`config.mk`:
```
export PLATFORM = sky130hd
export DESIGN_NAME = gcp_top
export DESIGN_NICKNAME = d
export VERILOG_FILES = /design/src/logic/gcp_axis.v /design/src/logic/gcp_track.v /design/src/logic/gcp_top.v
export VERILOG_INCLUDE_DIRS = /design/src /design/src/logic
export SDC_FILE = /design/constraint.sdc
export NUM_CORES = 2
export LEC_CHECK = 0
export BUFFER_PORTS_ARGS = -buffer_cell sky130_fd_sc_hd__buf_2
export CAP_MARGIN = 5
export CORE_MARGIN = 2
export CORE_UTILIZATION = 50
export DETAILED_ROUTE_END_ITERATION = 10
export PLACE_DENSITY = 0.68
export SYNTH_ARGS = -nofsm -noshare
export SYNTH_HDL_FRONTEND = slang
export SYNTH_SLANG_ARGS = --single-unit
```
`constraint.sdc`:
```
create_clock -name clk -period 95 [get_ports clk]
set_clock_uncertainty 0.05 [all_clocks]
set_input_delay 9.5 -clock clk [delete_from_list [all_inputs] [get_ports clk]]
set_output_delay 9.5 -clock clk [all_outputs]
set_load 0.02 [all_outputs]
```
`src/logic/gcp_consts.vh`:
```
// Constants for the per-axis guide correction policy block.
// Assumes fixed-point formats: drift and tolerance in 1/100 pixel, times in 10 ms units.
`ifndef GCP_CONSTS_VH
`define GCP_CONSTS_VH
// Register indices on the plain register port
`define GCP_A_CTRL       4'h0
`define GCP_A_RA_TOL     4'h1
`define GCP_A_RA_AGGR    4'h2
`define GCP_A_RA_AVG     4'h3
`define GCP_A_DEC_TOL    4'h4
`define GCP_A_DEC_AGGR   4'h5
`define GCP_A_DEC_AVG    4'h6
`define GCP_A_BL_CTRL    4'h7
`define GCP_A_BL_TIME    4'h8
`define GCP_A_BL_APPLY   4'h9
`define GCP_A_STATUS     4'ha
`define GCP_A_STAR_POS   4'hb
`define GCP_A_WIDTH      4'hc
`define GCP_A_BL_CMD     4'hd
// Limits, in register units
`define GCP_TOL_MIN      16'd1
`define GCP_TOL_MAX      16'd999
`define GCP_AGGR_MIN     8'd1
`define GCP_AGGR_MAX     8'd200
`define GCP_AVG_MAX      8'd99
`define GCP_BLT_MAX      16'd9999
`define GCP_APPLY_MAX    8'd99
`define GCP_EMERG_MIN    16'd100
`define GCP_EMERG_MULT   18'd3
// Reset values
`define GCP_TOL_RST      16'd50
`define GCP_AGGR_RST     8'd100
`define GCP_AVG_RST      8'd1
// Policies and suppression codes
`define GCP_POL_ZERO     2'd0
`define GCP_POL_BORDER   2'd1
`define GCP_POL_ALWAYS   2'd2
`define GCP_SUP_NONE     2'd0
`define GCP_SUP_UP       2'd1
`define GCP_SUP_DOWN     2'd2
// Width marker for no star
`define GCP_WIDTH_UNK    16'hffff
`endif

```
`src/logic/gcp_axis.v`:
```
// One guiding axis: averages drift and computes a signed correction length.
// Assumes drift samples arrive as one-cycle strobes with the frame's drift.
`timescale 1ns/100ps
`default_nettype none
`include "gcp_consts.vh"
module gcp_axis (
  input  wire               clk,
  input  wire               reset_n,
  input  wire               frame_vld,
  input  wire signed [15:0] drift,
  input  wire        [15:0] tol,
  input  wire        [7:0]  aggr,
  input  wire        [7:0]  avg_n,
  input  wire        [1:0]  policy,
  output reg                corr_vld_r,
  output reg  signed [23:0] corr_len_r,
  output reg                emerg_r
);
  reg signed [23:0] acc_r;
  reg        [7:0]  cnt_r;
  reg signed [23:0] sum;
  reg signed [23:0] avg;
  reg        [23:0] mag;
  reg signed [23:0] base;
  reg               emerg;
  reg               done;

  // Average and decide; scaling by aggr happens at the output register
  always @* begin
    sum   = acc_r + {{8{drift[15]}}, drift};
    mag   = drift[15] ? -{{8{drift[15]}}, drift} : {8'h00, drift};
    emerg = (mag > {6'h00, tol, 2'b00} - {8'h00, tol}) &&
            (mag >= {8'h00, `GCP_EMERG_MIN});
    done  = emerg || (cnt_r + 8'd1 >= avg_n);
    avg   = emerg ? {{8{drift[15]}}, drift} : sum / $signed({16'h0000, avg_n});
    mag   = avg[23] ? -avg : avg;
    base  = 24'sd0;
    if (mag > {8'h00, tol}) begin
      if (policy == `GCP_POL_BORDER)
        base = avg[23] ? avg + $signed({8'h00, tol}) : avg - $signed({8'h00, tol});
      else
        base = avg;
    end else if (policy == `GCP_POL_ALWAYS) begin
      base = avg;
    end
  end

  // Accumulator and output registers
  always @(posedge clk or negedge reset_n) begin
    if (!reset_n) begin
      acc_r      <= 24'sd0;
      cnt_r      <= 8'h00;
      corr_vld_r <= 1'b0;
      corr_len_r <= 24'sd0;
      emerg_r    <= 1'b0;
    end else begin
      corr_vld_r <= 1'b0;
      emerg_r    <= 1'b0;
      if (frame_vld && avg_n != 8'h00) begin
        if (done) begin
          acc_r      <= 24'sd0;
          cnt_r      <= 8'h00;
          corr_vld_r <= 1'b1;
          emerg_r    <= emerg;
          corr_len_r <= (base * $signed({16'h0000, aggr})) / 24'sd100;
        end else begin
          acc_r <= sum;
          cnt_r <= cnt_r + 8'd1;
        end
      end
    end
  end
endmodule // gcp_axis
`default_nettype wire

```
`src/logic/gcp_track.v`:
```
// Star tracking point, partial search radius and width report.
// Assumes the centroid engine reports each frame result as a one-cycle strobe.
`timescale 1ns/100ps
`default_nettype none
`include "gcp_consts.vh"
module gcp_track (
  input  wire        clk,
  input  wire        reset_n,
  input  wire        method_new,
  input  wire        partial,
  input  wire        cam_on,
  input  wire        res_vld,
  input  wire        res_found,
  input  wire [15:0] res_pos,
  input  wire [15:0] res_width,
  input  wire [7:0]  ring_hits,
  input  wire        ring_vld,
  input  wire        pick_vld,
  input  wire [15:0] pick_pos,
  output reg  [15:0] seed_pos_r,
  output reg         full_win_r,
  output reg  [7:0]  radius_r,
  output reg         search_done_r,
  output reg  [15:0] width_r
);
  // Seed, ring growth and width
  always @(posedge clk or negedge reset_n) begin
    if (!reset_n) begin
      seed_pos_r    <= 16'h0000;
      full_win_r    <= 1'b1;
      radius_r      <= 8'h00;
      search_done_r <= 1'b0;
      width_r       <= `GCP_WIDTH_UNK;
    end else begin
      full_win_r <= !method_new && !partial;
      if (pick_vld)
        seed_pos_r <= pick_pos;
      else if (res_vld && res_found && cam_on)
        seed_pos_r <= res_pos;
      if (res_vld) begin
        radius_r      <= 8'h00;
        search_done_r <= 1'b0;
        if (method_new)
          width_r <= res_found ? res_width : `GCP_WIDTH_UNK;
      end else if (ring_vld && !search_done_r) begin
        if (ring_hits == 8'h00)
          search_done_r <= 1'b1;
        else
          radius_r <= radius_r + 8'd1;
      end
    end
  end
endmodule // gcp_track
`default_nettype wire

```
`src/logic/gcp_top.v`:
```
// Guide correction policy: per-axis decision, DEC backlash handling, tracking.
// Assumes a plain register port and synchronous camera and mount handshakes.
// Functional notes
// - Tolerance band half-width 0.01 to 9.99 px
// - Correction scaled by aggressivity 1 to 200%
// - Policy 0: none inside, correct to zero
// - Policy 1: correct only to tolerance border
// - Policy 2: also correct inside band
// - Large drift bypasses averaging, always on
// - Backlash settings only while DEC enabled
// - DEC suppress none, up or down
// - Compensation enabled overrides direction suppression
// - Reversal adds time times apply percent
// - Backlash measure needs idle and calibration
// - Average 1 to 99 frames per correction
// - DEC count zero disables DEC corrections
// - Newer method always partial, no threshold
// - Full window uses whole image
// - Partial search grows octagons from last position
// - Camera restart resumes from last position
// - Newer method reports width or unknown
//
// Design decisions made here: the address-and-strobe port and the placing of the registers.
`timescale 1ns/100ps
`default_nettype none
`include "gcp_consts.vh"
module gcp_top (
  input  wire        clk,
  input  wire        reset_n,
  input  wire [3:0]  reg_addr,
  input  wire [31:0] reg_wdata,
  input  wire        reg_wr,
  input  wire        reg_rd,
  input  wire        frame_vld,
  input  wire [15:0] drift_ra,
  input  wire [15:0] drift_dec,
  input  wire        guiding,
  input  wire        cal_valid,
  input  wire        res_vld,
  input  wire        res_found,
  input  wire [15:0] res_pos,
  input  wire [15:0] res_width,
  input  wire [7:0]  ring_hits,
  input  wire        ring_vld,
  input  wire        bl_meas_done,
  input  wire        bl_meas_ok,
  input  wire [15:0] bl_meas_time,
  output reg  [31:0] reg_rdata_r,
  output reg         ra_vld_r,
  output reg  [23:0] ra_len_r,
  output reg         dec_vld_r,
  output reg  [23:0] dec_len_r,
  output reg         bl_meas_start_r,
  output reg         bl_meas_abort_r,
  output reg  [15:0] seed_pos_r,
  output reg         full_win_r,
  output reg  [7:0]  radius_r,
  output reg         search_done_r
);
  // ---
  // Configuration registers
  // ---
  reg [1:0]  policy_r;
  reg        method_new_r;
  reg        partial_r;
  reg        cam_on_r;
  reg [15:0] ra_tol_r;
  reg [7:0]  ra_aggr_r;
  reg [7:0]  ra_avg_r;
  reg [15:0] dec_tol_r;
  reg [7:0]  dec_aggr_r;
  reg [7:0]  dec_avg_r;
  reg [1:0]  sup_r;
  reg        comp_r;
  reg [15:0] bl_time_r;
  reg [7:0]  bl_apply_r;
  reg        bl_busy_r;
  reg        bl_err_r;
  reg        last_dir_r;
  reg        dir_known_r;
  reg        pick_vld_r;
  reg [15:0] pick_pos_r;
  wire       dec_en = (dec_avg_r != 8'h00);

  // Clamp helpers keep each setting inside its legal range
  function [15:0] clamp16;
    input [15:0] v;
    input [15:0] lo;
    input [15:0] hi;
    begin
      clamp16 = (v < lo) ? lo : ((v > hi) ? hi : v);
    end
  endfunction

  function [7:0] clamp8;
    input [31:0] v;
    input [7:0]  lo;
    input [7:0]  hi;
    begin
      clamp8 = (v < {24'h0, lo}) ? lo : ((v > {24'h0, hi}) ? hi : v[7:0]);
    end
  endfunction

  // ---
  // Per-axis engines
  // ---
  wire               ra_cv;
  wire signed [23:0] ra_cl;
  wire               dec_cv;
  wire signed [23:0] dec_cl;
  wire [15:0]        trk_seed;
  wire               trk_full;
  wire [7:0]         trk_rad;
  wire               trk_done;
  wire [15:0]        trk_width;

  // RA axis with its own parameter set
  gcp_axis u_ra (
    .clk        (clk),
    .reset_n    (reset_n),
    .frame_vld  (frame_vld),
    .drift      (drift_ra),
    .tol        (ra_tol_r),
    .aggr       (ra_aggr_r),
    .avg_n      (ra_avg_r),
    .policy     (policy_r),
    .corr_vld_r (ra_cv),
    .corr_len_r (ra_cl),
    .emerg_r    ()
  );

  // DEC axis with its own parameter set
  gcp_axis u_dec (
    .clk        (clk),
    .reset_n    (reset_n),
    .frame_vld  (frame_vld),
    .drift      (drift_dec),
    .tol        (dec_tol_r),
    .aggr       (dec_aggr_r),
    .avg_n      (dec_avg_r),
    .policy     (policy_r),
    .corr_vld_r (dec_cv),
    .corr_len_r (dec_cl),
    .emerg_r    ()
  );

  // Star tracking
  gcp_track u_trk (
    .clk           (clk),
    .reset_n       (reset_n),
    .method_new    (method_new_r),
    .partial       (partial_r),
    .cam_on        (cam_on_r),
    .res_vld       (res_vld),
    .res_found     (res_found),
    .res_pos       (res_pos),
    .res_width     (res_width),
    .ring_hits     (ring_hits),
    .ring_vld      (ring_vld),
    .pick_vld      (pick_vld_r),
    .pick_pos      (pick_pos_r),
    .seed_pos_r    (trk_seed),
    .full_win_r    (trk_full),
    .radius_r      (trk_rad),
    .search_done_r (trk_done),
    .width_r       (trk_width)
  );

  // ---
  // DEC direction handling
  // ---
  reg        dec_up;
  reg        sup_eff_up;
  reg        sup_eff_dn;
  reg [31:0] bl_add;
  reg [23:0] dec_out;
  reg        dec_pass;

  // Suppression, reversal compensation and final DEC length
  always @* begin
    dec_up     = !dec_cl[23];
    sup_eff_up = !comp_r && (sup_r == `GCP_SUP_UP);
    sup_eff_dn = !comp_r && (sup_r == `GCP_SUP_DOWN);
    bl_add     = ({16'h0000, bl_time_r} * {24'h000000, bl_apply_r}) / 32'd100;
    dec_out    = dec_cl;
    if (comp_r && dir_known_r && (dec_up != last_dir_r) && dec_cl != 24'sd0) begin
      if (dec_up)
        dec_out = dec_cl + bl_add[23:0];
      else
        dec_out = dec_cl - bl_add[23:0];
    end
    dec_pass = dec_cv && dec_en && (dec_cl != 24'sd0) &&
               !(dec_up && sup_eff_up) && !(!dec_up && sup_eff_dn);
  end

  // Correction outputs
  always @(posedge clk or negedge reset_n) begin
    if (!reset_n) begin
      ra_vld_r    <= 1'b0;
      ra_len_r    <= 24'h000000;
      dec_vld_r   <= 1'b0;
      dec_len_r   <= 24'h000000;
      last_dir_r  <= 1'b0;
      dir_known_r <= 1'b0;
    end else begin
      ra_vld_r  <= ra_cv && (ra_cl != 24'sd0);
      ra_len_r  <= ra_cl;
      dec_vld_r <= dec_pass;
      dec_len_r <= dec_out;
      if (dec_pass) begin
        last_dir_r  <= dec_up;
        dir_known_r <= 1'b1;
      end
    end
  end

  // Tracking outputs mirrored from registers of the tracker
  always @(posedge clk or negedge reset_n) begin
    if (!reset_n) begin
      seed_pos_r    <= 16'h0000;
      full_win_r    <= 1'b1;
      radius_r      <= 8'h00;
      search_done_r <= 1'b0;
    end else begin
      seed_pos_r    <= trk_seed;
      full_win_r    <= trk_full;
      radius_r      <= trk_rad;
      search_done_r <= trk_done;
    end
  end

  // ---
  // Register writes and backlash measurement
  // ---
  always @(posedge clk or negedge reset_n) begin
    if (!reset_n) begin
      policy_r        <= `GCP_POL_ZERO;
      method_new_r    <= 1'b0;
      partial_r       <= 1'b0;
      cam_on_r        <= 1'b1;
      ra_tol_r        <= `GCP_TOL_RST;
      ra_aggr_r       <= `GCP_AGGR_RST;
      ra_avg_r        <= `GCP_AVG_RST;
      dec_tol_r       <= `GCP_TOL_RST;
      dec_aggr_r      <= `GCP_AGGR_RST;
      dec_avg_r       <= `GCP_AVG_RST;
      sup_r           <= `GCP_SUP_NONE;
      comp_r          <= 1'b0;
      bl_time_r       <= 16'h0000;
      bl_apply_r      <= 8'h00;
      bl_busy_r       <= 1'b0;
      bl_err_r        <= 1'b0;
      bl_meas_start_r <= 1'b0;
      bl_meas_abort_r <= 1'b0;
      pick_vld_r      <= 1'b0;
      pick_pos_r      <= 16'h0000;
    end else begin
      bl_meas_start_r <= 1'b0;
      bl_meas_abort_r <= 1'b0;
      pick_vld_r      <= 1'b0;
      if (reg_wr) begin
        case (reg_addr)
          `GCP_A_CTRL: begin
            policy_r     <= (reg_wdata[1:0] > `GCP_POL_ALWAYS) ? `GCP_POL_ALWAYS
                                                               : reg_wdata[1:0];
            method_new_r <= reg_wdata[4];
            partial_r    <= reg_wdata[5];
            cam_on_r     <= reg_wdata[6];
          end
          `GCP_A_RA_TOL:   ra_tol_r   <= clamp16(reg_wdata[15:0], `GCP_TOL_MIN, `GCP_TOL_MAX);
          `GCP_A_RA_AGGR:  ra_aggr_r  <= clamp8(reg_wdata, `GCP_AGGR_MIN, `GCP_AGGR_MAX);
          `GCP_A_RA_AVG:   ra_avg_r   <= clamp8(reg_wdata, 8'd1, `GCP_AVG_MAX);
          `GCP_A_DEC_TOL:  dec_tol_r  <= clamp16(reg_wdata[15:0], `GCP_TOL_MIN, `GCP_TOL_MAX);
          `GCP_A_DEC_AGGR: dec_aggr_r <= clamp8(reg_wdata, `GCP_AGGR_MIN, `GCP_AGGR_MAX);
          `GCP_A_DEC_AVG:  dec_avg_r  <= clamp8(reg_wdata, 8'd0, `GCP_AVG_MAX);
          `GCP_A_BL_CTRL: if (dec_en) begin
            sup_r  <= (reg_wdata[1:0] == 2'd3) ? `GCP_SUP_NONE : reg_wdata[1:0];
            comp_r <= reg_wdata[4];
          end
          `GCP_A_BL_TIME:  if (dec_en) bl_time_r <= clamp16(reg_wdata[15:0], 16'd0, `GCP_BLT_MAX);
          `GCP_A_BL_APPLY: if (dec_en) bl_apply_r <= clamp8(reg_wdata, 8'd0, `GCP_APPLY_MAX);
          `GCP_A_STAR_POS: begin
            pick_vld_r <= 1'b1;
            pick_pos_r <= reg_wdata[15:0];
          end
          `GCP_A_BL_CMD: begin
            if (reg_wdata[0] && !bl_busy_r && !guiding && cal_valid && dec_en) begin
              bl_busy_r       <= 1'b1;
              bl_err_r        <= 1'b0;
              bl_meas_start_r <= 1'b1;
            end else if (reg_wdata[1] && bl_busy_r) begin
              bl_busy_r       <= 1'b0;
              bl_meas_abort_r <= 1'b1;
            end
          end
          default: ;
        endcase
      end
      if (bl_busy_r && bl_meas_done) begin
        bl_busy_r <= 1'b0;
        bl_err_r  <= !bl_meas_ok;
        if (bl_meas_ok)
          bl_time_r <= clamp16(bl_meas_time, 16'd0, `GCP_BLT_MAX);
      end
    end
  end

  // ---
  // Register reads, data in the cycle after the strobe
  // ---
  always @(posedge clk or negedge reset_n) begin
    if (!reset_n) begin
      reg_rdata_r <= 32'h00000000;
    end else if (reg_rd) begin
      case (reg_addr)
        `GCP_A_CTRL:     reg_rdata_r <= {25'h0, cam_on_r, partial_r | method_new_r,
                                         method_new_r, 2'h0, policy_r};
        `GCP_A_RA_TOL:   reg_rdata_r <= {16'h0, ra_tol_r};
        `GCP_A_RA_AGGR:  reg_rdata_r <= {24'h0, ra_aggr_r};
        `GCP_A_RA_AVG:   reg_rdata_r <= {24'h0, ra_avg_r};
        `GCP_A_DEC_TOL:  reg_rdata_r <= {16'h0, dec_tol_r};
        `GCP_A_DEC_AGGR: reg_rdata_r <= {24'h0, dec_aggr_r};
        `GCP_A_DEC_AVG:  reg_rdata_r <= {24'h0, dec_avg_r};
        `GCP_A_BL_CTRL:  reg_rdata_r <= {27'h0, comp_r, 2'h0,
                                         comp_r ? `GCP_SUP_NONE : sup_r};
        `GCP_A_BL_TIME:  reg_rdata_r <= {16'h0, bl_time_r};
        `GCP_A_BL_APPLY: reg_rdata_r <= {24'h0, bl_apply_r};
        `GCP_A_STATUS:   reg_rdata_r <= {26'h0, trk_done, trk_full, dec_en,
                                         bl_err_r, bl_busy_r, dir_known_r};
        `GCP_A_STAR_POS: reg_rdata_r <= {16'h0, trk_seed};
        `GCP_A_WIDTH:    reg_rdata_r <= {16'h0, trk_width};
        default:         reg_rdata_r <= 32'h00000000;
      endcase
    end else begin
      reg_rdata_r <= 32'h00000000;
    end
  end
endmodule // gcp_top
`default_nettype wire

```
Yosys cells after proc, flatten, opt, wreduce, memory -nomap -nowiden. Cells that the tools add are included.

Register bits after elaboration: 383. Output and inout bits: 110.

Add/sub/neg operators: 17. $mul: 3. Divide/modulo/power cells: 5. Order comparisons: 19. Eq/ne operators: 20. Mux-type cells: 72. Bitwise operators: 1. Reductions and logical operators: 68.

Operators with widths (count): two-way mux 24 bit (18); two-way mux 16 bit (14); one-hot mux 16 bit (13 select lines) (1); negator 24 bit (4); two-way mux 8 bit (10); adder 24 bit (3); < comparator 32 x 1 -> 1 bit, second input constant (2); adder 24 x 17 -> 24 bit (2); divider 24 x 8 -> 24 bit (2); divider 24 x 8 -> 24 bit, second input constant (2); greater-or-equal comparator 24 x 7 -> 1 bit, second input constant (2); > comparator 24 x 16 -> 1 bit (2); > comparator 24 bit (2); < comparator 16 x 1 -> 1 bit, second input constant (3); multiplier 24 x 9 -> 24 bit (2); nonzero test 24 bit (2); subtractor 24 x 17 -> 24 bit (2); subtractor 18 x 16 -> 19 bit (2); divider 24 x 7 -> 32 bit, second input constant (1); > comparator 16 x 14 -> 1 bit, second input constant (2); > comparator 32 x 7 -> 1 bit, second input constant (1); > comparator 32 x 8 -> 1 bit, second input constant (1); two-way mux 32 bit (1); logical AND 1 bit (26); other kinds (26) (98).

Depth between registers and ports, before layout.
Word-level depth: 11. Depth in mapped cells: 422. Mapped depth without buffers: 391.

Modules after synthesis. Synthesis repeated with hierarchy kept, for this count alone.

Cell total of the unflattened synthesis: 10580. Area total of the unflattened synthesis: 80666.1 um^2.

Modules (own cells, without submodules): gcp_axis (times used 2, cells an instance 4132, area each 29953.7 um^2, sequential area each 1451.4 um^2); gcp_top (times used 1, cells an instance 2125, area each 18818.0 um^2, sequential area each 5300.1 um^2); gcp_track (times used 1, cells an instance 191, area each 1940.6 um^2, sequential area each 1072.3 um^2).

Worst setup path after synthesis. OpenSTA, ideal clock, no wires.

Path type: input-to-reg. Start: in drift_dec[10]. End: reg u_dec.corr_len_r[10]. Setup time: 0.135 ns. Arrival: 86.638 ns. Path slack: 8.177 ns. Stages on the path: 401. Buffers on the path: 27. Path through: ha_1 clkbuf_1 a21o_1 a311oi_1 a21boi_0 or2_2 a21oi_1 xor2_1 inv_1 ha_1 o21ai_1 a22oi_1 ha_1 o21a_1 o21ai_1 nor3_1 a21o_1 ha_1 [... 365 more ...] a21oi_2 maj3_2 o21a_2 o211ai_2 mux2i_1 nor2_1 maj3_1 a31oi_1 xor2_1 a2111oi_4 or2_1 ha_1 and2_1 clkbuf_1 inv_1 o21a_1 xnor2_1 o21ai_0.

Word-level cells in the longest chain between the ends: 11.

RTL lines: start: declaration (RTL line gcp_top.v:36) `input wire [15:0] drift_dec,`; parallel branches: the longest is 11 deep, another holds adder 24 bit; end signal: assignment (RTL line gcp_axis.v:65) `corr_len_r <= (base * $signed({16'h0000, aggr})) / 24'sd100;`; end: declaration (RTL line gcp_axis.v:16) `output reg signed [23:0] corr_len_r,`.

Several ways; the timed one is not identified. A chain may end at the register's enable or synchronous reset.

Final worst setup path.
Start: in drift_ra[6]. End: reg u_ra.corr_len_r[16].

Word-level cells in the longest chain between the ends: 11.

RTL lines: start: declaration (RTL line gcp_top.v:35) `input wire [15:0] drift_ra,`; parallel branches: the longest is 11 deep, another holds adder 24 bit; end signal: assignment (RTL line gcp_axis.v:65); end: declaration (RTL line gcp_axis.v:16).

Several ways; the timed one is not identified.

==> qor.log <==
[outcome] outcome complete, no violations
[logic_synthesis] simple logic cell fraction of the synthesized area 23.5%
[timing] Hold Worst Slack 356 ps
[place] gpl congestion 1.02
[die] Initial Util 50.4%
[logic_synthesis] share of async-settable or async-resettable flops after synthesis 100%
[worst_hold_path] Tightest Hold Check Type reg -> reg
[global_routing] met3 routing resource usage after global routing 4.80%
[setup_path] required arrival time at the worst endpoint 95450 ps
[flow_run] number of violations of the max-capacitance limit 0
[timing] Rel. slew slack 10.3%
[die] die width 399 um
[die] number of rows in the core area 144
[global_routing] maximum number of pins on one net before global-route repair 99
[setup_path] top cell family by delay on the critical path compound AO/OA/AOI/OAI gates
[global_routing] total routing resource utilization after global routing 32.5%
[clock_network] clock tree from TritonCTS yes
[timing] min cycle time layout 90370 ps
[timing] fin crit share 95.1%
[logic_synthesis] fraction of synthesized area in multiplexers 3.29%
[timing] Final Hold Vio Count 0
[place] number of buffers added on ports 229
[logic_synthesis] library cell occupying the most area in the post-synthesis netlist sky130_fd_sc_hd__ha_1
[detailed_routing] WL/cell 21.3 um
[clock_network] number of H-tree levels 2
[global_routing] met2 track demand over resource in global routing 51.9%
[detailed_routing] Remaining DRCs 0
[setup_path] most repeated library cell on the critical path sky130_fd_sc_hd__o21a_1
[logic_synthesis] adder and majority gate portion of the synthesized area 19.8%
[final_layout] layout cell share with drive strength beyond 1 13.7%
[clock_network] clock tree root buffer cell sky130_fd_sc_hd__clkbuf_16
[setup_path] nature of the critical path endpoint register
[place] half-perimeter wire length after placement 214000 um
[timing] setup_tns 0 ps
[die] Die Footprint 159000 sq um
[logic_synthesis] area share of the largest cell type after synthesis 11.6%
[logic_synthesis] number of standard cells after synthesis 10181
[logic_synthesis] ys flop type sky130_fd_sc_hd__dfrtp_1
[detailed_routing] number of nets with antenna violations after detailed routing 0
[logic_synthesis] top cells by area in the synthesized netlist sky130_fd_sc_hd__ha_1 (12%), sky130_fd_sc_hd__dfrtp_1 (11%), sky130_fd_sc_hd__fa_1 (7.8%), sky130_fd_sc_hd__nand2_1 (5.4%), sky130_fd_sc_hd__xnor2_1 (5.0%)
[detailed_routing] Pre-Repair DR Iteration Count 9
[logic_synthesis] part of the Yosys area used for sequential elements 11.8%
[global_routing] met1 GRT Util 44.6%
[setup_path] kind of start point of the critical path input port
[logic_synthesis] count of different cell masters after synthesis 198
[die] placeable core region 154000 sq um
[logic_synthesis] Mapped Avg Cell Area 7.65 sq um
[logic_synthesis] Post-synth EDFFs 0
[final_layout] layout overhead on the synthesized area 9.01%
[clock_network] buffer levels on the longest clock path 3
[global_routing] total congestion overflow after global routing 0
[logic_synthesis] xor-xnor portion of the synthesized cell area 7.32%
[timing] maximum operating frequency 11.1 MHz
[die] ports placed on the boundary 246
[die] height of the die 399 um
[setup_path] cell with the largest stage delay on the worst path sky130_fd_sc_hd__or4_1
[logic_synthesis] post-synthesis sequential element count 367
[logic_synthesis] combinational family with the most area after synthesis compound AO/OA/AOI/OAI gates
[setup_path] CP Data Arrival Time 90820 ps
[clock_network] total clock buffers created by CTS 46
[final_layout] Final nets 11592
[clock_network] clock transition at the registers of the reported paths 60 ps
[clock_network] Sink Count 367
[timing] final setup violation count 0
[global_routing] antenna violations before repair 27
[global_routing] first-pass GRT wire length 417000 um
[clock_network] later-pin clock latency in the skew report 660 ps
[timing] Slew @ Worst Pin 1330 ps
[detailed_routing] first-iteration detailed-routing DRC count 7036
[detailed_routing] overall routed net length 267000 um
[detailed_routing] total vias in the final route 78777
[setup_path] number of buffers and inverters on the critical path 27
[detailed_routing] via density per instance 6.29
[setup_path] delay of the slowest cell on the worst path 590 ps
[timing] Pins Over Slew Limit 0
[global_routing] vias in the first global route 74708
[final_layout] commonest non-fill, non-tap cell in the layout sky130_fd_sc_hd__nand2_1
[setup_path] largest fanout of any net on the critical path 14
[final_layout] commonest cells after routing, fill and taps aside sky130_fd_sc_hd__nand2_1 (1115), sky130_fd_sc_hd__nor2_1 (760), sky130_fd_sc_hd__inv_1 (759)
[logic_synthesis] share of the synthesized area in compound gates (AO/OA/AOI/OAI) 28.2%
[logic_synthesis] area of the mapped netlist 77900 sq um
[logic_synthesis] number of warnings reported in the yosys synthesis log 0
[setup_path] category of the most critical setup path in -> reg
[global_routing] peak-usage layer in the global routing report met2
[clock_network] hold buffer count at cts 0
==> Yosys cell counts, types with 82 or more instances <==
library cell               count
sky130_fd_sc_hd__nand4_1      92
sky130_fd_sc_hd__o21ai_1      89
sky130_fd_sc_hd__mux2i_1     111
sky130_fd_sc_hd__a31oi_1     153
sky130_fd_sc_hd__dfrtp_1     334
sky130_fd_sc_hd__a21oi_1     644
sky130_fd_sc_hd__nor3_1      383
sky130_fd_sc_hd__nand3_1     207
sky130_fd_sc_hd__a211oi_1     82
sky130_fd_sc_hd__a21o_1      176
sky130_fd_sc_hd__fa_1        305
sky130_fd_sc_hd__o31ai_1     161
sky130_fd_sc_hd__o211ai_1     92
sky130_fd_sc_hd__ha_1        723
sky130_fd_sc_hd__xnor2_1     444
sky130_fd_sc_hd__xor2_1      177
sky130_fd_sc_hd__o21a_1      245
sky130_fd_sc_hd__inv_1       759
sky130_fd_sc_hd__nand2b_1    102
sky130_fd_sc_hd__o21ai_0     528
sky130_fd_sc_hd__clkbuf_1    227
sky130_fd_sc_hd__nor2_1      777
sky130_fd_sc_hd__o21bai_1    102
sky130_fd_sc_hd__mux2_2      103
sky130_fd_sc_hd__nand2_1    1119
sky130_fd_sc_hd__and2_1      290
==> registers in the layout (all words and copies together), names as in the netlist, 24 cells and up <==
register,count
u_ra.corr_len_r,24
ra_len_r,24
dec_len_r,24
u_dec.corr_len_r,24
u_dec.acc_r,24
u_ra.acc_r,24
==> area by class of cell <==
| class | count | area [sq um] |
|---|---|---|
| repair buffers | 522 | 3360 |
| well taps | 2044 | 2560 |
| clock inverters | 29 | 362 |
| clock buffers | 57 | 1220 |
| inverters | 762 | 2860 |
| multi-input cells | 8729 | 65200 |
| fillers | 14704 | 69500 |
| flip-flops and latches | 367 | 9230 |
| diodes | 16 | 40.0 |
==> metrics by stage <==
stage / util (%) / instances / cell area [sq um] / worst slack (ps)
after CTS: 53.9 / 12443 / 83300 / 125
final: 55.0 / 12526 / 84900 / 4630
after floorplan: - / 10212 / 78000 / 8180
after global routing: 55.0 / 12520 / 84900 / -391
after detailed placement: 52.9 / 12357 / 81600 / -1300
after global placement: 52.9 / 12357 / 81600 / 961
==> repair_timing <==
| action | CTS | global route |
|---|---|---|
| setup endpoints to repair | 24 | 48 |
| gates resized for setup | 10 | 231 |
| setup buffers | 0 | 66 |
| gates cloned | 0 | 1 |
| pin swaps | 0 | 40 |
==> path summary, 6_finish.rpt <==
kind | slack (ps) | cells past startpoint | startpoint | to
min in group asynchronous | 8850 | 1 | reset_n | u_ra.corr_len_r[3]$_DFFE_PN0P_
worst max register to register | 13260 | 376 | u_ra.acc_r[6]$_DFFE_PN0P_ | u_ra.corr_len_r[16]$_DFFE_PN0P_
worst min register to register | 360 | 0 | u_trk.radius_r[7]$_DFFE_PN0P_ | radius_r[7]$_DFF_PN0_
max in group asynchronous | 83630 | 3 | reset_n | u_dec.acc_r[14]$_DFFE_PN0P_
worst min-delay path | 360 | 0 | u_trk.radius_r[7]$_DFFE_PN0P_ | radius_r[7]$_DFF_PN0_
worst max-delay path | 4630 | 377 | drift_ra[6] | u_ra.corr_len_r[16]$_DFFE_PN0P_
==> cell families (layout without fill, tap and decap cells) <==
kind of cell,Yosys count,after routing
XOR/XNOR,634,634
other,1,48
multiplexers,234,235
adder cells (fa/ha/maj),1052,1052
buffers and inverters,1117,1370
AO/OA/AOI/OAI,3117,3117
AND/OR/NAND/NOR,3659,3659
flip-flops,367,367
==> per-layer routing <==
layer,vias up,share of wire (%)
met5,-,0.0094
met4,4,3.8
met3,477,7.6
met2,2860,44
met1,37980,44
li1,37456,-
Power is left out: the tool's default activity adds up to more than one toggle a clock period on the data nets, which glitch-free logic cannot reach.
